==> config.mk <==
export PLATFORM = sky130hd
export DESIGN_NAME = lgar_regs
export DESIGN_NICKNAME = d
export VERILOG_FILES = /design/src/common/lgar_pkg.sv /design/src/core/lgar_regs.sv
export SDC_FILE = /design/constraint.sdc
export NUM_CORES = 1
export LEC_CHECK = 0
export BUFFER_PORTS_ARGS = -buffer_cell sky130_fd_sc_hd__buf_2
export CAP_MARGIN = 20
export CORE_ASPECT_RATIO = 0.9
export CORE_MARGIN = 2
export CORE_UTILIZATION = 49
export DETAILED_ROUTE_END_ITERATION = 10
export PLACE_DENSITY = 0.79
export SYNTH_ARGS = -nofsm -noshare
export SYNTH_HDL_FRONTEND = slang
export SYNTH_SLANG_ARGS = --single-unit
==> constraint.sdc <==
create_clock -name core_clk_i -period 1.61 [get_ports core_clk_i]
set_clock_uncertainty 0.05 [all_clocks]
set_input_delay 0.0805 -clock core_clk_i [delete_from_list [all_inputs] [get_ports core_clk_i]]
set_output_delay 0.0805 -clock core_clk_i [all_outputs]
set_load 0.05 [all_outputs]
==> src/common/lgar_pkg.sv <==
// constants for the lane gain and aux route register bank
package lgar_pkg;
  localparam logic [7:0] ADDR_AUX_ROUTE = 8'h13;
  localparam logic [7:0] ADDR_USB_GAIN  = 8'h20;
  localparam logic [7:0] ADDR_HOST_GAIN = 8'h21;
  localparam logic [7:0] RESET_VAL      = 8'h00;
  localparam int         SNOOP_OFF_BIT  = 7;
  localparam int         ROUTE_HI_BIT   = 5;
  localparam int         ROUTE_LO_BIT   = 4;
  localparam int         LANES          = 4;
  localparam logic [7:0] AUX_WR_MASK    = 8'hbf;
  localparam logic [7:0] USB_WR_MASK    = 8'hff;
  localparam logic [7:0] HOST_WR_MASK   = 8'h0f;
  localparam logic [1:0] ROUTE_AUTO     = 2'h0;
  localparam logic [1:0] ROUTE_STRAIGHT = 2'h1;
  localparam logic [1:0] ROUTE_CROSSED  = 2'h2;
  localparam logic [1:0] ROUTE_OPEN     = 2'h3;
  localparam logic [3:0] ALL_LANES_OFF  = 4'hf;
endpackage : lgar_pkg

==> src/core/lgar_regs.sv <==
// register bank: aux sideband routing, lane off bits, receiver gain selects
//
// Functional notes
// bit 7 of aux register turns snooping off when set; zero watches traffic.
// route field 00: sideband connection follows lane_config_hi and orient_swap.
// route field 01: positive aux to sideband one, negative to sideband two.
// route field 10: positive aux to sideband two, negative to sideband one.
// route field 11: aux path to sideband pins fully open.
// snooping off: lane n disabled when its off bit is one.
// snooping on: off bits stored but do not steer lanes.
// gain control clear: usb gain nibbles read back sampled usb straps.
// gain control set: receiver two gain from written upper nibble.
// gain control set: receiver one gain from written lower nibble.
// gain control clear: host gain nibble reads back sampled host straps.
// gain control set: host receiver gain from written nibble.
// reset clears aux, usb gain and host gain registers, reserved bits too.
// gains from straps when gain_sw_control low, from registers when high.
// snooping on: lanes follow snooped lane count, unused lanes off.
// reserved bits ignore writes and read zero.
`timescale 1ns/1ps
`default_nettype none

// one gain select: software value or zero-filled strap pair
module lgar_gain_pick #(
  parameter int GW = 4, // gain field width
  parameter int SW = 2  // strap pair width
) (
  input  wire logic          sw_ctrl_i, // high takes the software value
  input  wire logic [GW-1:0] soft_i,    // value written by software
  input  wire logic [SW-1:0] strap_i,   // sampled strap pins
  output logic      [GW-1:0] pick_o     // selected gain
);
  // straps only reach the low gain codes; higher codes need software
  wire [GW-1:0] strap_wide = {{(GW-SW){1'b0}}, strap_i};
  assign pick_o = sw_ctrl_i ? soft_i : strap_wide;
endmodule // lgar_gain_pick

module lgar_regs (
  input  wire logic       core_clk_i,        // register clock, 50 MHz
  input  wire logic       resetn_i,          // async reset, active low
  input  wire logic       wr_en_i,           // register write strobe
  input  wire logic [7:0] addr_i,            // register address
  input  wire logic [7:0] wdata_i,           // write data
  output logic      [7:0] rdata_o,           // read data for addr_i
  input  wire logic       gain_sw_control_i, // gain from registers when high
  input  wire logic       lane_config_hi_i,  // lane configuration high bit
  input  wire logic       orient_swap_i,     // connector orientation swap
  input  wire logic [1:0] usb_gain_straps_i, // sampled usb gain straps
  input  wire logic [1:0] host_gain_straps_i,// sampled host gain straps
  input  wire logic [4:0] snoop_lane_count_i,// snooped lane count
  output logic            snoop_off_o,       // aux snooping stopped
  output logic            auxp_sb1_o,        // aux plus to sideband one
  output logic            auxn_sb2_o,        // aux minus to sideband two
  output logic            auxp_sb2_o,        // aux plus to sideband two
  output logic            auxn_sb1_o,        // aux minus to sideband one
  output logic      [3:0] lane_off_o,        // display lane disables
  output logic      [3:0] rx_one_gain_o,     // far receiver one gain
  output logic      [3:0] rx_two_gain_o,     // far receiver two gain
  output logic      [3:0] host_rx_gain_o     // host side receiver gain
);

  logic [7:0] aux_r, aux_nxt;
  logic [7:0] usb_r, usb_nxt;
  logic [7:0] host_r, host_nxt;
  logic [3:0] lane_off_r, lane_off_nxt;
  logic [3:0] rx1_r, rx1_nxt, rx2_r, rx2_nxt, hrx_r, hrx_nxt;
  logic [3:0] route_r, route_nxt;

  wire wr_aux  = wr_en_i && (addr_i == lgar_pkg::ADDR_AUX_ROUTE);
  wire wr_usb  = wr_en_i && (addr_i == lgar_pkg::ADDR_USB_GAIN);
  wire wr_host = wr_en_i && (addr_i == lgar_pkg::ADDR_HOST_GAIN);

  // writes to reserved bits are dropped by the masks
  assign aux_nxt  = wr_aux ? (wdata_i & lgar_pkg::AUX_WR_MASK)
                           : aux_r;
  assign usb_nxt  = wr_usb ? (wdata_i & lgar_pkg::USB_WR_MASK) : usb_r;
  assign host_nxt = wr_host ? (wdata_i & lgar_pkg::HOST_WR_MASK)
                            : host_r;

  wire       snoop_off = aux_r[lgar_pkg::SNOOP_OFF_BIT];
  wire [1:0] route_sel = aux_r[lgar_pkg::ROUTE_HI_BIT:lgar_pkg::ROUTE_LO_BIT];
  wire [3:0] sw_lanes  = aux_r[lgar_pkg::LANES-1:0];

  // snooped count of 1, 2 or 4 enables the low lanes; others shut all off
  logic [3:0] snoop_lanes_off;
  always_comb begin
    case (snoop_lane_count_i)
      5'h01:   snoop_lanes_off = 4'he;
      5'h02:   snoop_lanes_off = 4'hc;
      5'h04:   snoop_lanes_off = 4'h0;
      default: snoop_lanes_off = lgar_pkg::ALL_LANES_OFF;
    endcase
  end

  // off bits only steer lanes with snooping off; stored regardless
  assign lane_off_nxt = snoop_off ? sw_lanes
                                  : snoop_lanes_off;

  // strap pairs widen into the nibble by zero fill
  wire [3:0] usb_strap_n  = {2'h0, usb_gain_straps_i};
  wire [3:0] host_strap_n = {2'h0, host_gain_straps_i};
  // stored values survive while straps rule, so software need not rewrite
  lgar_gain_pick #(.GW(4), .SW(2)) u_rx1_pick (
    .sw_ctrl_i (gain_sw_control_i),
    .soft_i    (usb_r[3:0]),
    .strap_i   (usb_gain_straps_i),
    .pick_o    (rx1_nxt)
  );
  lgar_gain_pick #(.GW(4), .SW(2)) u_rx2_pick (
    .sw_ctrl_i (gain_sw_control_i),
    .soft_i    (usb_r[7:4]),
    .strap_i   (usb_gain_straps_i),
    .pick_o    (rx2_nxt)
  );
  lgar_gain_pick #(.GW(4), .SW(2)) u_hrx_pick (
    .sw_ctrl_i (gain_sw_control_i),
    .soft_i    (host_r[3:0]),
    .strap_i   (host_gain_straps_i),
    .pick_o    (hrx_nxt)
  );

  // route bits: {auxp_sb1, auxn_sb2, auxp_sb2, auxn_sb1}
  logic [3:0] auto_route;
  always_comb begin
    if (!lane_config_hi_i)
      auto_route = 4'h0;
    else if (orient_swap_i)
      auto_route = 4'h3;
    else
      auto_route = 4'hc;
  end

  always_comb begin
    case (route_sel)
      lgar_pkg::ROUTE_AUTO:     route_nxt = auto_route;
      lgar_pkg::ROUTE_STRAIGHT: route_nxt = 4'hc;
      lgar_pkg::ROUTE_CROSSED:  route_nxt = 4'h3;
      lgar_pkg::ROUTE_OPEN:     route_nxt = 4'h0;
      default:                  route_nxt = 4'h0;
    endcase
  end

  always_ff @(posedge core_clk_i or negedge resetn_i) begin
    if (!resetn_i) begin
      aux_r  <= lgar_pkg::RESET_VAL;
      usb_r  <= lgar_pkg::RESET_VAL;
      host_r <= lgar_pkg::RESET_VAL;
    end else begin
      aux_r  <= aux_nxt;
      usb_r  <= usb_nxt;
      host_r <= host_nxt;
    end
  end

  always_ff @(posedge core_clk_i or negedge resetn_i) begin
    if (!resetn_i) begin
      lane_off_r <= 4'h0;
      rx1_r      <= 4'h0;
      rx2_r      <= 4'h0;
      hrx_r      <= 4'h0;
      route_r    <= 4'h0;
    end else begin
      lane_off_r <= lane_off_nxt;
      rx1_r      <= rx1_nxt;
      rx2_r      <= rx2_nxt;
      hrx_r      <= hrx_nxt;
      route_r    <= route_nxt;
    end
  end

  // read view: gain fields show the live selection, straps or software
  wire [7:0] usb_view  = {rx2_nxt, rx1_nxt};
  wire [7:0] host_view = {4'h0, hrx_nxt};
  assign rdata_o = (addr_i == lgar_pkg::ADDR_AUX_ROUTE) ? aux_r :
                   (addr_i == lgar_pkg::ADDR_USB_GAIN)  ? usb_view :
                   (addr_i == lgar_pkg::ADDR_HOST_GAIN) ? host_view :
                   8'h00;

  assign snoop_off_o    = snoop_off;
  assign auxp_sb1_o     = route_r[3];
  assign auxn_sb2_o     = route_r[2];
  assign auxp_sb2_o     = route_r[1];
  assign auxn_sb1_o     = route_r[0];
  assign lane_off_o     = lane_off_r;
  assign rx_one_gain_o  = rx1_r;
  assign rx_two_gain_o  = rx2_r;
  assign host_rx_gain_o = hrx_r;

  a_lane_sw_follow: assert property (
    @(posedge core_clk_i) disable iff (!resetn_i)
    snoop_off |=> lane_off_o == $past(sw_lanes))
    else $error("lane off does not follow software bits");
  a_lane_snoop_hold: assert property (
    @(posedge core_clk_i) disable iff (!resetn_i)
    !snoop_off |=> lane_off_o == $past(snoop_lanes_off))
    else $error("software bits steered lanes while snooping");
  a_route_straight: assert property (
    @(posedge core_clk_i) disable iff (!resetn_i)
    route_sel == lgar_pkg::ROUTE_STRAIGHT
      |=> auxp_sb1_o && auxn_sb2_o && !auxp_sb2_o)
    else $error("straight route wrong");
  a_route_crossed: assert property (
    @(posedge core_clk_i) disable iff (!resetn_i)
    route_sel == lgar_pkg::ROUTE_CROSSED
      |=> auxp_sb2_o && auxn_sb1_o && !auxp_sb1_o)
    else $error("crossed route wrong");
  a_route_open: assert property (
    @(posedge core_clk_i) disable iff (!resetn_i)
    route_sel == lgar_pkg::ROUTE_OPEN |=> route_r == 4'h0)
    else $error("open route still connects");
  a_route_auto_off: assert property (
    @(posedge core_clk_i) disable iff (!resetn_i)
    route_sel == lgar_pkg::ROUTE_AUTO && !lane_config_hi_i |=> route_r == 4'h0)
    else $error("auto route connected without lane config");
  a_auto_straight: assert property (
    @(posedge core_clk_i) disable iff (!resetn_i)
    route_sel == lgar_pkg::ROUTE_AUTO && lane_config_hi_i && !orient_swap_i
      |=> route_r == 4'hc)
    else $error("auto route not straight");
  a_auto_crossed: assert property (
    @(posedge core_clk_i) disable iff (!resetn_i)
    route_sel == lgar_pkg::ROUTE_AUTO && lane_config_hi_i && orient_swap_i
      |=> route_r == 4'h3)
    else $error("auto route not crossed");
  // one aux line on both sideband pins would short the two pins together
  a_route_no_short: assert property (
    @(posedge core_clk_i) disable iff (!resetn_i)
    !(auxp_sb1_o && auxp_sb2_o) && !(auxn_sb1_o && auxn_sb2_o))
    else $error("aux line driven to both sideband pins");
  a_gain_sw_rx2: assert property (
    @(posedge core_clk_i) disable iff (!resetn_i)
    gain_sw_control_i && wr_usb ##1 gain_sw_control_i
      |=> rx_two_gain_o == $past(wdata_i[7:4], 2))
    else $error("receiver two gain not from software");
  a_gain_sw_rx1: assert property (
    @(posedge core_clk_i) disable iff (!resetn_i)
    gain_sw_control_i && wr_usb ##1 gain_sw_control_i
      |=> rx_one_gain_o == $past(wdata_i[3:0], 2))
    else $error("receiver one gain not from software");
  a_rx1_strap: assert property (
    @(posedge core_clk_i) disable iff (!resetn_i)
    !gain_sw_control_i |=> rx_one_gain_o == $past(usb_strap_n))
    else $error("receiver one gain not from straps");
  a_rx2_strap: assert property (
    @(posedge core_clk_i) disable iff (!resetn_i)
    !gain_sw_control_i |=> rx_two_gain_o == $past(usb_strap_n))
    else $error("receiver two gain not from straps");
  a_host_strap: assert property (
    @(posedge core_clk_i) disable iff (!resetn_i)
    !gain_sw_control_i |=> host_rx_gain_o == $past(host_strap_n))
    else $error("host gain not from straps");
  a_gain_strap_rd: assert property (
    @(posedge core_clk_i) disable iff (!resetn_i)
    !gain_sw_control_i && addr_i == lgar_pkg::ADDR_USB_GAIN
      |-> rdata_o == {usb_strap_n, usb_strap_n})
    else $error("usb gain readback not straps");
  a_usb_sw_read: assert property (
    @(posedge core_clk_i) disable iff (!resetn_i)
    gain_sw_control_i && addr_i == lgar_pkg::ADDR_USB_GAIN
      |-> rdata_o == usb_r)
    else $error("usb gain readback not software value");
  a_host_strap_rd: assert property (
    @(posedge core_clk_i) disable iff (!resetn_i)
    addr_i == lgar_pkg::ADDR_HOST_GAIN
      |-> rdata_o[7:4] == 4'h0
          && (gain_sw_control_i || rdata_o[3:0] == host_strap_n))
    else $error("host gain readback wrong");
  a_host_sw_gain: assert property (
    @(posedge core_clk_i) disable iff (!resetn_i)
    gain_sw_control_i |=> host_rx_gain_o == $past(host_r[3:0]))
    else $error("host gain not from register");
  a_snoop_bit: assert property (
    @(posedge core_clk_i) disable iff (!resetn_i)
    wr_aux |=> snoop_off_o == $past(wdata_i[7]) && aux_r[6] == 1'b0)
    else $error("snoop bit or reserved bit wrong");
  a_lanes_one: assert property (
    @(posedge core_clk_i) disable iff (!resetn_i)
    !snoop_off && snoop_lane_count_i == 5'h01 |=> lane_off_o == 4'he)
    else $error("one snooped lane not applied");
  a_lanes_four: assert property (
    @(posedge core_clk_i) disable iff (!resetn_i)
    !snoop_off && snoop_lane_count_i == 5'h04 |=> lane_off_o == 4'h0)
    else $error("four snooped lanes not applied");
  // counts outside 1, 2 and 4 are not lane counts; all lanes stay dark
  a_lanes_other: assert property (
    @(posedge core_clk_i) disable iff (!resetn_i)
    !snoop_off && !(snoop_lane_count_i inside {5'h01, 5'h02, 5'h04})
      |=> lane_off_o == 4'hf)
    else $error("odd snooped count left lanes on");

  c_snoop_off: cover property (@(posedge core_clk_i) disable iff (!resetn_i)
    wr_aux && wdata_i[7] ##1 snoop_off_o);
  c_route_open: cover property (@(posedge core_clk_i) disable iff (!resetn_i)
    route_sel == lgar_pkg::ROUTE_OPEN);
  c_gain_sw: cover property (@(posedge core_clk_i) disable iff (!resetn_i)
    gain_sw_control_i && wr_usb);
  c_auto_straight: cover property (
    @(posedge core_clk_i) disable iff (!resetn_i)
    route_sel == lgar_pkg::ROUTE_AUTO && lane_config_hi_i && !orient_swap_i);
  c_lanes_four: cover property (
    @(posedge core_clk_i) disable iff (!resetn_i)
    !snoop_off && snoop_lane_count_i == 5'h04);

endmodule : lgar_regs
`default_nettype wire

==> results_tabular.tex, run 1 <==
\begin{tabular}{lr}
\hline
Metric & Value \\
\hline
\multicolumn{2}{l}{\textbf{Power and ir drop}} \\
\quad PwrDens & 855 nW/um\^{}2 \\
\quad Static Leakage & 1.15 nW \\
\quad Total design power & 1.93 mW \\
\quad Highest ir drop seen on vdd & 0.662 mV \\
\multicolumn{2}{l}{\textbf{Route}} \\
\quad Remaining design rule violation count & 0 \\
\quad Average vias per placed instance & 5.13 \\
\quad First DRT Iteration DRCs & 49 \\
\quad Total length of routed wires & 3680 um \\
\quad Via count & 1266 \\
\quad WL per Instance & 14.9 um \\
\quad Post-detailed-route count of antenna-violating nets & 0 \\
\quad DRT Pass-1 Iters & 4 \\
\multicolumn{2}{l}{\textbf{Final layout}} \\
\quad Summed area of non-filler cells in the final layout & 2260 sq um \\
\quad Utilization of the core after routing & 0.683 \\
\quad Layout net count & 233 \\
\quad Fraction of final layout cells sized beyond drive strength 1 & 0.507 \\
\quad \# fillers & 257 \\
\quad Antenna diode count & 0 \\
\quad Area growth from synthesis to layout & 35.7\% \\
\multicolumn{2}{l}{\textbf{Clock network}} \\
\quad Clk buf depth & 2 \\
\quad Clock input transition at the sequential cells of the worst setup and hold paths & 0.07 ns \\
\quad Number of H-tree branching levels & 2 \\
\quad Root cell of the clock tree & sky130\_fd\_sc\_hd\_\_clkbuf\_8 \\
\quad Clock tree from TritonCTS & built \\
\quad CTS sink cnt & 37 \\
\quad Clk\_lat worst skew & 0.29 ns \\
\quad Clock buffers created by TritonCTS & 5 \\
\multicolumn{2}{l}{\textbf{Die}} \\
\quad Die Width & 65.4 um \\
\quad Die footprint & 3880 sq um \\
\quad Boundary pin count & 60 \\
\quad Die boundary height & 59.3 um \\
\quad Initial standard-cell utilization of the core & 0.503 \\
\quad Site Rows & 20 \\
\quad Area of the core region & 3300 sq um \\
\multicolumn{2}{l}{\textbf{Logic synthesis}} \\
\quad Count of flip-flops with a built-in enable after synthesis & 0 \\
\quad Sequential element share of the synthesized area & 0.557 \\
\quad Post-Syn Instances & 127 \\
\quad Synthesized area per cell & 13.1 sq um \\
\quad Fraction of registers with async set or reset after synthesis & 1.00 \\
\quad Number of register bits inferred by synthesis & 37 \\
\quad Post-Synthesis Cell Area & 1660 sq um \\
\quad Ys flop type & sky130\_fd\_sc\_hd\_\_dfrtp\_1 \\
\quad Synth Net Count & 158 \\
\quad Yosys warnings & 0 \\
\quad Number of distinct library cell variants in the gate-level netlist after synthesis & 29 \\
\multicolumn{2}{l}{\textbf{Worst setup path}} \\
\quad CP endpoint & rdata\_o[1] \\
\quad Number of cells traversed by the worst register-to-register path & 2 \\
\quad Register-to-register setup slack & 0.36 ns \\
\quad Largest stage delay, worst path & 0.47 ns \\
\quad Setup Crit Path Kind & flip-flop to output port \\
\quad Start point of the critical path & host\_r[1]\$\_DFFE\_PN0P\_ \\
\quad Data arrival time of the worst path & 1.52 ns \\
\quad Capturing element type of the critical path & output port \\
\quad Cell Chain, Critical Path & mux4\_2 -> a22o\_1 -> buf\_6 \\
\quad WP data required & 1.48 ns \\
\quad Reg2Reg Capture Point & lane\_off\_o[3]\$\_DFF\_PN0\_ \\
\quad Startpoint of the worst-slack reg-to-reg timing path & aux\_r[7]\$\_DFFE\_PN0P\_ \\
\quad Cell with the largest stage delay on the worst path & sky130\_fd\_sc\_hd\_\_mux4\_2 \\
\quad Maximum fanout along the worst path & 3 \\
\quad Worst setup SP type & flip-flop \\
\multicolumn{2}{l}{\textbf{Min path}} \\
\quad Startpoint of the most critical hold path & wdata\_i[2] \\
\quad Classification of the worst-slack hold path & primary input to flip-flop \\
\multicolumn{2}{l}{\textbf{Placement}} \\
\quad Standard cell area after detailed placement & 2010 sq um \\
\quad Final Wtd Congestion & 0.775 \\
\quad Number of input and output port buffers inserted & 59 \\
\quad DPL Wire Length & 2680 um \\
\multicolumn{2}{l}{\textbf{Timing}} \\
\quad Highest achievable clock rate & 604 MHz \\
\quad Finish-stage setup viols & 4 \\
\quad Worst Slack Setup Final & -0.0447 ns \\
\quad Post-Route Hold Slack & 0.00301 ns \\
\quad Setup repair after global routing missed its margin & yes \\
\quad Share of the clock period used by the worst path & 1.03 \\
\quad Slew of the pin with the lowest slew margin & 0.439 ns \\
\quad Final number of hold-violating endpoints & 0 \\
\quad Post-layout min period & 1.65 ns \\
\quad Max-slew violation total from the final report & 0 \\
\quad Slew margin rel. & 0.703 \\
\multicolumn{2}{l}{\textbf{Run status}} \\
\quad Violations in the final reports & setup timing \\
\quad Run status & finished, violations left \\
\multicolumn{2}{l}{\textbf{GRT}} \\
\quad First-pass GRT wire length & 5820 um \\
\quad Total global routing track utilization & 0.204 \\
\quad Via count of the first global-routing pass & 1236 \\
\quad Pin count of the biggest net entering global routing & 38 \\
\quad Number of antenna violations at the first check in global routing & 0 \\
\quad Total gr overflow & 0 \\
\multicolumn{2}{l}{\textbf{Run}} \\
\quad Max-capacitance violation count & 0 \\
\hline
\end{tabular}
[cell usage in the layout, fill, tap and decap left out, types with 2 or more instances in the layout]
cell type                       instances
sky130_fd_sc_hd__a21oi_1                5
sky130_fd_sc_hd__a22o_1                 4
sky130_fd_sc_hd__and2_1                 6
sky130_fd_sc_hd__buf_2                 52
sky130_fd_sc_hd__buf_4                  8
sky130_fd_sc_hd__buf_6                  7
sky130_fd_sc_hd__clkbuf_8               5
sky130_fd_sc_hd__clkinv_2               2
sky130_fd_sc_hd__dfrtp_1               37
sky130_fd_sc_hd__dlygate4sd3_1          8
sky130_fd_sc_hd__inv_1                  6
sky130_fd_sc_hd__mux2_2                14
sky130_fd_sc_hd__mux2_4                 7
sky130_fd_sc_hd__mux2i_1                2
sky130_fd_sc_hd__mux4_2                 2
sky130_fd_sc_hd__nand2_1                8
sky130_fd_sc_hd__nand2b_1               5
sky130_fd_sc_hd__nand4b_1               2
sky130_fd_sc_hd__nor2_1                 2
sky130_fd_sc_hd__nor3_1                 3
sky130_fd_sc_hd__or3_1                  2
[per-stage QoR]
step | setup TNS, ns | worst slack [ns] | cells
finish | -0.0890 | -0.0447 | 247
global route | -0.386 | -0.0788 | 247
CTS | -0.0892 | -0.0490 | 245
detailed placement | -1.41 | -0.149 | 230
global placement | -1.19 | -0.112 | 230
floorplan | -0.267 | -0.0890 | 127
[layout make-up]
class                      count  area [sq um]  area share
clock inverter                 2          10.0     0.00443
sequential                    37           926       0.410
multi-input combinational     77           692       0.307
timing repair buffer          75           479       0.212
tap                           44          55.1      0.0244
clock buffer                   6          72.6      0.0322
inverter                       6          22.5     0.00998
[report_power, final]
group,internal [mW],switching [mW]
combinational,0.118,0.194
sequential,0.974,0.0273
clock,0.300,0.316
[what timing repair did]
item,in CTS,in global routing
setup buffers,1,0
endpoints found under the setup margin,7,7
resized for setup,12,7
hold buffers,6,2
pin swaps,0,1
hold endpoints to repair,42,2
[routing by layer]
metal / part of all wire / global-route usage
met3: 0.062 / 0.0570
met2: 0.49 / 0.332
met4: 0.011 / 0.0625
met5: 0 / 0
met1: 0.43 / 0.270
[registers in the layout, summed over array words and instances (netlist names)]
signal and flops:
usb_r 8, aux_r 7, host_r 4, host_rx_gain_o 4
lane_off_o 4, rx_one_gain_o 4, rx_two_gain_o 4, route_r 2
[synth_stat cells, drive strengths merged (3+ instances only)]
cell	count	share of area
clkbuf	4	0.021
nor3	3	0.0090
and2	6	0.023
a22o	4	0.021
o2bb2ai	3	0.016
a21oi	5	0.015
dfrtp	37	0.56
nand2	8	0.018
nand2b	5	0.019
buf	3	0.016
inv	6	0.014
nor2	3	0.0068
mux2	21	0.16
[how the worst min path moves through the flow]
stage / to / slack, ns / cells past startpoint
floorplan: aux_r[0]$_DFFE_PN0P_ / -0.27 / 0
global placement: host_rx_gain_o[1]$_DFF_PN0_ / 0.09 / 2
detailed placement: host_rx_gain_o[1]$_DFF_PN0_ / 0.10 / 2
CTS: aux_r[2]$_DFFE_PN0P_ / 0.0005 / 2
global route: aux_r[4]$_DFFE_PN0P_ / 0.006 / 2
finish: aux_r[2]$_DFFE_PN0P_ / 0.003 / 2
[worst max-delay path: cells and delay by family, from the launching register on]
kind	cells	cell delay, ns
DFF	1	0.39
buffers and inverters	1	0.16
AOI/OAI and AO/OA	1	0.21
muxes	1	0.47
[cells by family after synthesis]
group | count (synthesis) | synth area share
AOI/OAI and AO/OA | 14 | 0.0602
xor gates and xnor gates | 1 | 0.00527
buffers and inverters | 13 | 0.0504
DFF | 37 | 0.557
muxes | 25 | 0.197
and+or+nand+nor | 37 | 0.130
Power figures use the tool's default switching activity.
==> run 2, diff against run 1 <==
Settings changed: SKIP_LAST_GASP from default to 1.
==> run 2 against run 1 <==
Global-route usage about the same. Routed wire length rose by 3.7%. Register-to-register slack worse by 0.02 ns. Total power is 0.21% higher. Fmax is 0.10% lower. The flow still finishes with violations (setup timing). Core utilization stayed put.
==> results_tabular.tex, run 2 (synthesis gave the netlist of run 1 again) <==
\begin{tabular}{lr}
\hline
Metric & Value \\
\hline
\multicolumn{2}{l}{\textbf{Run status}} \\
\quad Run status & finished, violations left \\
\quad Violations in the final reports & setup timing \\
\multicolumn{2}{l}{\textbf{GRT}} \\
\quad Met1 GRT Util & 0.269 (-0.00126) \\
\quad Total global routing track utilization & 0.205 (+0.000415) \\
\quad Via count of the first global-routing pass & 1237 (+0.081\%) \\
\quad Most Crowded Layer GR & met2 \\
\quad First-pass GRT wire length & 5840 um (+0.24\%) \\
\quad Pin count of the biggest net entering global routing & 38 (unchanged) \\
\quad Number of antenna violations at the first check in global routing & 0 (unchanged) \\
\quad Met2 GRT Util & 0.335 (+0.00292) \\
\quad Total gr overflow & 0 (unchanged) \\
\quad Met3 track demand over resource in global routing & 0.0570 (unchanged) \\
\multicolumn{2}{l}{\textbf{Clock network}} \\
\quad Clk buf depth & 2 (unchanged) \\
\quad Number of H-tree branching levels & 2 (unchanged) \\
\quad CTS sink cnt & 37 (unchanged) \\
\quad Root cell of the clock tree & sky130\_fd\_sc\_hd\_\_clkbuf\_8 \\
\quad Clock input transition at the sequential cells of the worst setup and hold paths & 0.07 ns (about the same) \\
\quad Clk\_lat worst skew & 0.29 ns (about the same) \\
\quad Clock buffers created by TritonCTS & 5 (unchanged) \\
\quad Clock tree from TritonCTS & built \\
\multicolumn{2}{l}{\textbf{Final layout}} \\
\quad Most common cell after layout, fill and taps aside & sky130\_fd\_sc\_hd\_\_buf\_2 \\
\quad Most flop-heavy register & usb\_r \\
\quad Final std cells w/o fill & 247 (unchanged) \\
\quad Summed area of non-filler cells in the final layout & 2260 sq um (unchanged) \\
\quad Fraction of final layout cells sized beyond drive strength 1 & 0.507 (unchanged) \\
\quad Layout net count & 233 (unchanged) \\
\quad Area growth from synthesis to layout & 35.7\% (unchanged) \\
\quad \# fillers & 259 (+0.78\%) \\
\quad Commonest non-fill, non-tap cells in the layout & 52 x sky130\_fd\_sc\_hd\_\_buf\_2, 37 x sky130\_fd\_sc\_hd\_\_dfrtp\_1, 14 x sky130\_fd\_sc\_hd\_\_mux2\_2 \\
\quad Area used by multi-input combinational logic & 692 sq um (unchanged) \\
\quad Sequential cell area & 926 sq um (unchanged) \\
\quad Number of flip-flops in the largest register & 8 (unchanged) \\
\quad Largest registers & usb\_r: 8 flops, aux\_r: 7 flops \\
\quad Antenna diode count & 0 (unchanged) \\
\multicolumn{2}{l}{\textbf{Timing}} \\
\quad Highest achievable clock rate & 604 MHz (-0.10\%) \\
\quad Final number of hold-violating endpoints & 0 (unchanged) \\
\quad Slew of the pin with the lowest slew margin & 0.435 ns (-0.00375 ns) \\
\quad Post-Route Hold Slack & 0.00441 ns (+0.00140 ns) \\
\quad Post-layout min period & 1.66 ns (+0.00171 ns) \\
\quad Finish-stage setup viols & 5 (+1) \\
\quad Slew margin rel. & 0.706 (+0.00253) \\
\quad Max-slew violation total from the final report & 0 (unchanged) \\
\quad Share of the clock period used by the worst path & 1.03 (+0.00106) \\
\quad Setup repair after global routing missed its margin & yes \\
\quad Final sum of negative setup slack & -0.146 ns (-0.0571 ns) \\
\quad Worst Slack Setup Final & -0.0465 ns (-0.00171 ns) \\
\multicolumn{2}{l}{\textbf{Die}} \\
\quad Initial standard-cell utilization of the core & 0.503 (unchanged) \\
\quad Boundary pin count & 60 (unchanged) \\
\quad Die boundary height & 59.3 um (unchanged) \\
\quad Die Width & 65.4 um (unchanged) \\
\quad Area of the core region & 3300 sq um (unchanged) \\
\quad Die footprint & 3880 sq um (unchanged) \\
\quad Site Rows & 20 (unchanged) \\
\multicolumn{2}{l}{\textbf{Worst setup path}} \\
\quad Cell with the largest stage delay on the worst path & sky130\_fd\_sc\_hd\_\_nor4\_1 \\
\quad Setup Crit Path Kind & primary input to output port \\
\quad CP most frequent cell & sky130\_fd\_sc\_hd\_\_buf\_2 \\
\quad Family of cells with the greatest summed delay on the critical path & simple AND/OR/NAND/NOR gates \\
\quad Maximum fanout along the worst path & 4 (+1) \\
\quad Worst setup SP type & primary input \\
\quad Cell Chain, Critical Path & buf\_2 -> nor4\_1 -> nand3\_1 -> nor3b\_2 -> buf\_2 \\
\quad Data arrival time of the worst path & 1.53 ns (about the same) \\
\quad Capturing element type of the critical path & output port \\
\quad Largest stage delay, worst path & 0.41 ns (-0.06 ns) \\
\quad WP data required & 1.48 ns (about the same) \\
\quad Buf/Inv on CP & 2 (+1) \\
\multicolumn{2}{l}{\textbf{Route}} \\
\quad Via count & 1269 (+0.24\%) \\
\quad WL per Instance & 15.5 um (+3.7\%) \\
\quad First DRT Iteration DRCs & 47 (-4.1\%) \\
\quad Remaining design rule violation count & 0 (unchanged) \\
\quad Post-detailed-route count of antenna-violating nets & 0 (unchanged) \\
\quad Average vias per placed instance & 5.14 (+0.24\%) \\
\quad DRT Pass-1 Iters & 4 (unchanged) \\
\quad Total length of routed wires & 3820 um (+3.7\%) \\
\multicolumn{2}{l}{\textbf{Power and ir drop}} \\
\quad Combinational share of power & 0.162 (about the same) \\
\quad Internal power summed over all cells & 1.39 mW (about the same) \\
\quad Fraction of power consumed by the clock network & 0.320 (about the same) \\
\quad PwrDens & 856 nW/um\^{}2 (+0.21\%) \\
\quad Highest ir drop seen on vdd & 0.660 mV (-0.44\%) \\
\quad P\_sw & 0.542 mW (+0.75\%) \\
\quad Sw Ratio & 0.280 (+0.00151) \\
\quad Static Leakage & 1.15 nW (about the same) \\
\quad Sequential power share & 0.518 (about the same) \\
\quad Total design power & 1.93 mW (+0.21\%) \\
\multicolumn{2}{l}{\textbf{Run}} \\
\quad Max-capacitance violation count & 0 (unchanged) \\
\multicolumn{2}{l}{\textbf{Placement}} \\
\quad Count of placed standard cells including taps & 230 (unchanged) \\
\quad Standard cell area after detailed placement & 2010 sq um (unchanged) \\
\quad Number of input and output port buffers inserted & 59 (unchanged) \\
\quad DPL Wire Length & 2680 um (unchanged) \\
\quad Final Wtd Congestion & 0.775 (unchanged) \\
\multicolumn{2}{l}{\textbf{Min path}} \\
\quad Classification of the worst-slack hold path & primary input to flip-flop \\
\hline
\end{tabular}
==> run 2: cell counts in the layout (fill, tap and decap cells not counted) <==
Identical to the previous run, type by type.
==> run 2: final timing paths <==
check / from / end / slack [ns] / cells past startpoint
min in group asynchronous: resetn_i / rx_one_gain_o[2]$_DFF_PN0_ / 0.31 / 3
hold reg to reg: aux_r[5]$_DFFE_PN0P_ / route_r[2]$_DFF_PN0_ / 0.46 / 1
hold / removal: wdata_i[2] / aux_r[2]$_DFFE_PN0P_ / 0.004 / 2
max in group asynchronous: resetn_i / aux_r[0]$_DFFE_PN0P_ / 0.88 / 3
setup reg to reg: aux_r[7]$_DFFE_PN0P_ / lane_off_o[3]$_DFF_PN0_ / 0.34 / 2
setup / recovery: addr_i[3] / rdata_o[6] / -0.05 / 5
==> run 2: metal layers <==
layer | wire length, um | up-vias
met4 | 40 | 0
met1 | 1640 | 618
met2 | 1900 | 52
li1 | - | 595
met5 | 0 | -
met3 | 242 | 4
==> run 2: layout make-up <==
type | instances | share of cell area
clock inverters | 2 | 0.00443
clock buffers | 6 | 0.0322
well taps | 44 | 0.0244
repair buffers | 75 | 0.212
inverters | 6 | 0.00998
multi-input cells | 77 | 0.307
flip-flops and latches | 37 | 0.410
==> run 2: worst register-to-register path: stages, from the launching register on <==
cell and delay [ns]:
sky130_fd_sc_hd__dfrtp_1 0.52, sky130_fd_sc_hd__nor4b_1 0.48, sky130_fd_sc_hd__a21oi_1 0.09
==> run 2: power by group through the flow <==
stage | Combinational, mW | Clock [mW] | Sequential [mW]
after global routing | 0.336 | 0.672 | 1.01
after floorplan | 0.109 | 0 | 1.09
after global placement | 0.284 | 0 | 1.01
final | 0.313 | 0.619 | 1.00
after detailed placement | 0.295 | 0 | 1.02
after CTS | 0.308 | 0.623 | 0.999
==> run 2: timing repair <==
item,CTS,global route
setup buffers,1,0
resized for setup,11,8
hold buffers,6,2
hold endpoints to repair,42,2
endpoints found under the setup margin,7,7
pin swaps,0,1
==> run 2: stage by stage <==
stage / setup WS [ns] / util
CTS: -0.0490 / 0.664
global route: -0.120 / 0.683
floorplan: -0.0890 / -
finish: -0.0465 / 0.683
detailed placement: -0.149 / 0.608
global placement: -0.112 / 0.608
==> run 3, diff against run 2 <==
Settings changed: ABC_AREA from default to 1, CORE_UTILIZATION 49 to 53, MAX_ROUTING_LAYER from default to met4, PLACE_DENSITY 0.79 to 0.84.
Clock period 1.61 ns to 2.05 ns, I/O delays scaled along.
==> run 3 against run 2 <==
The flow finishes with violations (hold timing). Largest cell class unchanged. Clock power shrank 22%. Via count grew 23%. Routed wire length shrank 1.3%. Core utilization grew 2.0 points. Critical path depth grew 2. Sequential share of layout area grew 1.3 points. Hold slack lost 0.0072 ns. Setup slack gained 0.55 ns.
==> results_tabular.tex, run 3 <==
\begin{tabular}{lr}
\hline
Metric & Value \\
\hline
\multicolumn{2}{l}{\textbf{Timing}} \\
\quad Post-Route Hold Slack & -0.00278 ns (-0.00719 ns) \\
\quad Share of the clock period used by the worst path & 0.754 \\
\quad Highest achievable clock rate & 647 MHz \\
\quad Finish-stage setup viols & 0 (-5) \\
\quad Max-slew violation total from the final report & 0 (unchanged) \\
\quad Final sum of negative setup slack & 0 ns (+0.146 ns) \\
\quad Post-layout min period & 1.54 ns \\
\quad Slew of the pin with the lowest slew margin & 0.780 ns (+0.344 ns) \\
\quad Setup repair after global routing missed its margin & no \\
\quad Slew margin rel. & 0.480 (-0.225) \\
\quad Final number of hold-violating endpoints & 2 (+2) \\
\multicolumn{2}{l}{\textbf{Worst setup path}} \\
\quad Cell Chain, Critical Path & nand2\_1 -> o21ai\_0 -> nand3\_1 -> nand3\_1 -> nand2\_1 -> inv\_1 -> buf\_2 \\
\quad CP endpoint & rdata\_o[0] \\
\quad Data arrival time of the worst path & 1.39 ns (-0.14 ns) \\
\quad Number of cells traversed by the worst register-to-register path & 3 (+1) \\
\quad Setup Crit Path Kind & flip-flop to output port \\
\quad Cell with the largest stage delay on the worst path & sky130\_fd\_sc\_hd\_\_dfrtp\_1 \\
\quad Register-to-register setup slack & 1.13 ns (+0.79 ns) \\
\quad Start point of the critical path & usb\_r[0]\$\_DFFE\_PN0P\_ \\
\quad Buf/Inv on CP & 2 (unchanged) \\
\quad Reg2Reg Capture Point & lane\_off\_o[0]\$\_DFF\_PN0\_ \\
\quad Worst path depth & 7 (+2) \\
\quad Maximum fanout along the worst path & 2 (-2) \\
\quad Worst setup SP type & flip-flop \\
\quad WP data required & 1.90 ns (+0.42 ns) \\
\quad Family of cells with the greatest summed delay on the critical path & flip-flops \\
\quad Largest stage delay, worst path & 0.36 ns (-0.05 ns) \\
\quad Capturing element type of the critical path & output port \\
\quad Startpoint of the worst-slack reg-to-reg timing path & aux\_r[7]\$\_DFFE\_PN0P\_ \\
\multicolumn{2}{l}{\textbf{Final layout}} \\
\quad Commonest non-fill, non-tap cells in the layout & 64 x sky130\_fd\_sc\_hd\_\_nand2\_1, 59 x sky130\_fd\_sc\_hd\_\_buf\_2, 37 x sky130\_fd\_sc\_hd\_\_dfrtp\_1 \\
\quad Most flop-heavy register & usb\_r \\
\quad Layout net count & 303 (+30\%) \\
\quad Most common cell after layout, fill and taps aside & sky130\_fd\_sc\_hd\_\_nand2\_1 \\
\quad Area growth from synthesis to layout & 24.8\% \\
\quad Largest registers & usb\_r: 8 flops, aux\_r: 7 flops \\
\quad Antenna diode count & 0 (unchanged) \\
\quad Number of flip-flops in the largest register & 8 (unchanged) \\
\quad Fraction of final layout cells sized beyond drive strength 1 & 0.304 (-0.203) \\
\multicolumn{2}{l}{\textbf{Power and ir drop}} \\
\quad PwrDens & 693 nW/um\^{}2 (-19\%) \\
\quad Highest ir drop seen on vdd & 0.478 mV (-27\%) \\
\quad Static Leakage & 1.32 nW (+14\%) \\
\multicolumn{2}{l}{\textbf{Clock network}} \\
\quad Root cell of the clock tree & sky130\_fd\_sc\_hd\_\_clkbuf\_8 \\
\quad CTS sink cnt & 37 (unchanged) \\
\quad Clock input transition at the sequential cells of the worst setup and hold paths & 0.07 ns (about the same) \\
\quad Post-CTS repair timing setup buffer count & 0 (-1) \\
\quad Post-CTS Hold Buffers & 4 (-2) \\
\quad Gates resized, CTS repair & 0 (-11) \\
\quad Clock tree from TritonCTS & built \\
\quad Clk\_lat worst skew & 0.29 ns (about the same) \\
\quad Clock buffers created by TritonCTS & 5 (unchanged) \\
\quad Number of H-tree branching levels & 2 (unchanged) \\
\quad Clk buf depth & 2 (unchanged) \\
\multicolumn{2}{l}{\textbf{Run status}} \\
\quad Violations in the final reports & hold timing \\
\quad Run status & finished, violations left \\
\multicolumn{2}{l}{\textbf{Route}} \\
\quad Post-detailed-route count of antenna-violating nets & 0 (unchanged) \\
\quad WL per Instance & 12.0 um (-23\%) \\
\quad Via count & 1564 (+23\%) \\
\quad Remaining design rule violation count & 0 (unchanged) \\
\quad First DRT Iteration DRCs & 141 (+200\%) \\
\quad Total length of routed wires & 3770 um (-1.3\%) \\
\quad DRT Pass-1 Iters & 4 (unchanged) \\
\quad Average vias per placed instance & 4.97 (-3.4\%) \\
\multicolumn{2}{l}{\textbf{Min path}} \\
\quad Classification of the worst-slack hold path & primary input to flip-flop \\
\multicolumn{2}{l}{\textbf{Placement}} \\
\quad Number of input and output port buffers inserted & 59 (unchanged) \\
\quad DPL Wire Length & 2940 um (+9.6\%) \\
\quad Final Wtd Congestion & 0.883 (+14\%) \\
\multicolumn{2}{l}{\textbf{Logic synthesis}} \\
\quad Post-Synthesis Cell Area & 1750 sq um (+5.5\%) \\
\quad Fraction of post-synthesis cell area in the top cell type by area & 0.528 (-0.0290) \\
\quad Most area-consuming cells after synthesis & sky130\_fd\_sc\_hd\_\_dfrtp\_1 53\%, sky130\_fd\_sc\_hd\_\_nand2\_1 14\%, sky130\_fd\_sc\_hd\_\_inv\_1 5.8\%, sky130\_fd\_sc\_hd\_\_nand3\_1 5.4\%, sky130\_fd\_sc\_hd\_\_o21ai\_1 3.7\% \\
\quad Most frequent cell after synthesis & sky130\_fd\_sc\_hd\_\_nand2\_1 \\
\quad Synthesized area per cell & 8.47 sq um (-35\%) \\
\quad Number of distinct library cell variants in the gate-level netlist after synthesis & 21 (-28\%) \\
\quad Top cells by instance count after synthesis & 64 x sky130\_fd\_sc\_hd\_\_nand2\_1, 37 x sky130\_fd\_sc\_hd\_\_dfrtp\_1, 27 x sky130\_fd\_sc\_hd\_\_inv\_1, 19 x sky130\_fd\_sc\_hd\_\_nand3\_1, 13 x sky130\_fd\_sc\_hd\_\_o21ai\_1 \\
\quad Yosys warnings & 0 (unchanged) \\
\quad Sequential element share of the synthesized area & 0.528 (-0.0290) \\
\quad Ys flop type & sky130\_fd\_sc\_hd\_\_dfrtp\_1 \\
\quad Fraction of registers with async set or reset after synthesis & 1.00 (unchanged) \\
\quad Post-Syn Instances & 207 (+63\%) \\
\quad Number of register bits inferred by synthesis & 37 (unchanged) \\
\quad Synth Net Count & 238 (+51\%) \\
\quad Count of flip-flops with a built-in enable after synthesis & 0 (unchanged) \\
\quad Synth area leader & sky130\_fd\_sc\_hd\_\_dfrtp\_1 \\
\multicolumn{2}{l}{\textbf{GRT}} \\
\quad Total global routing track utilization & 0.238 (+0.0330) \\
\quad Pin count of the biggest net entering global routing & 38 (unchanged) \\
\quad Number of antenna violations at the first check in global routing & 0 (unchanged) \\
\quad Via count of the first global-routing pass & 1487 (+20\%) \\
\quad Total gr overflow & 0 (unchanged) \\
\quad First-pass GRT wire length & 6470 um (+11\%) \\
\multicolumn{2}{l}{\textbf{Die}} \\
\quad Area of the core region & 3110 sq um (-5.7\%) \\
\quad Die boundary height & 58.6 um (-1.2\%) \\
\quad Site Rows & 19 (-5.0\%) \\
\quad Die Width & 64.6 um (-1.2\%) \\
\quad Initial standard-cell utilization of the core & 0.563 (+0.0599) \\
\quad Die footprint & 3790 sq um (-2.3\%) \\
\quad Boundary pin count & 60 (unchanged) \\
\multicolumn{2}{l}{\textbf{Run}} \\
\quad Max-capacitance violation count & 0 (unchanged) \\
\hline
\end{tabular}
==> run 3: cell types whose count changed after synthesis, sizes merged, moves of 3 or more <==
cell and change:
inv +26, and2 -6, a21oi -3, nand4 +3, nand2 +63, o2bb2ai -3, o21ai +21, clkbuf -4
a22o -4, nand2b -5, mux2 -21, nand3 +18, nor2 +6
==> run 3: worst min-delay path by stage <==
stage,start,end,slack (ns),cells after the start
3_5_place_dp,resetn_i,rx_one_gain_o[1]$_DFF_PN0_,0.18,1
4_1_cts,lane_config_hi_i,route_r[1]$_DFF_PN0_,0.0005,3
2_1_floorplan,resetn_i,aux_r[0]$_DFFE_PN0P_,-0.24,0
3_3_place_gp,resetn_i,usb_r[1]$_DFFE_PN0P_,0.17,1
6_report,wdata_i[3],host_r[3]$_DFFE_PN0P_,-0.003,3
5_1_grt,lane_config_hi_i,route_r[1]$_DFF_PN0_,0.005,3
==> run 3: metrics by stage <==
step	area (sq um)	setup WS (ns)	power, mW	std cells	util
4_1_cts	2190	0.491	1.52	315	0.703
3_5_place_dp	2070	0.689	1.04	303	0.665
2_1_floorplan	1750	0.249	0.960	207	-
5_1_grt	2190	0.375	1.59	315	0.703
6_report	2190	0.505	1.52	315	0.703
3_3_place_gp	2070	0.698	1.04	303	0.665
==> run 3: where the power goes <==
part	total (mW)	switching [mW]	internal, mW
sequential	0.784	0.0156	0.768
combinational	0.251	0.184	0.0669
clock	0.482	0.241	0.241
total	1.52	0.441	1.08
==> run 3: worst min-delay path, delay by kind of cell <==
| family | cells | cell delay, ns |
|---|---|---|
| buffers and inverters | 1 | 0.10 |
| and+or+nand+nor | 2 | 0.10 |
==> run 3: area by class of cell <==
class	count	area, sq um
fillers	266	925
multi-input cells	132	671
repair buffers	63	335
well taps	42	52.6
clock buffers	8	80.1
flip-flops and latches	37	926
inverters	33	125
==> run 3: cells by family (layout without fill, tap and decap cells) <==
logic type / Yosys count / in the layout / share of synthesized area
simple gates: 105 / 105 / 0.302
flops: 37 / 37 / 0.528
compound gates: 27 / 27 / 0.0799
buf+inv: 38 / 104 / 0.0899
==> run 3: routing by layer <==
layer | global-route usage | wire, um
met5 | - | 0
met4 | 0.109 | 78
met3 | 0.0516 | 224
met2 | 0.371 | 1760
met1 | 0.303 | 1710
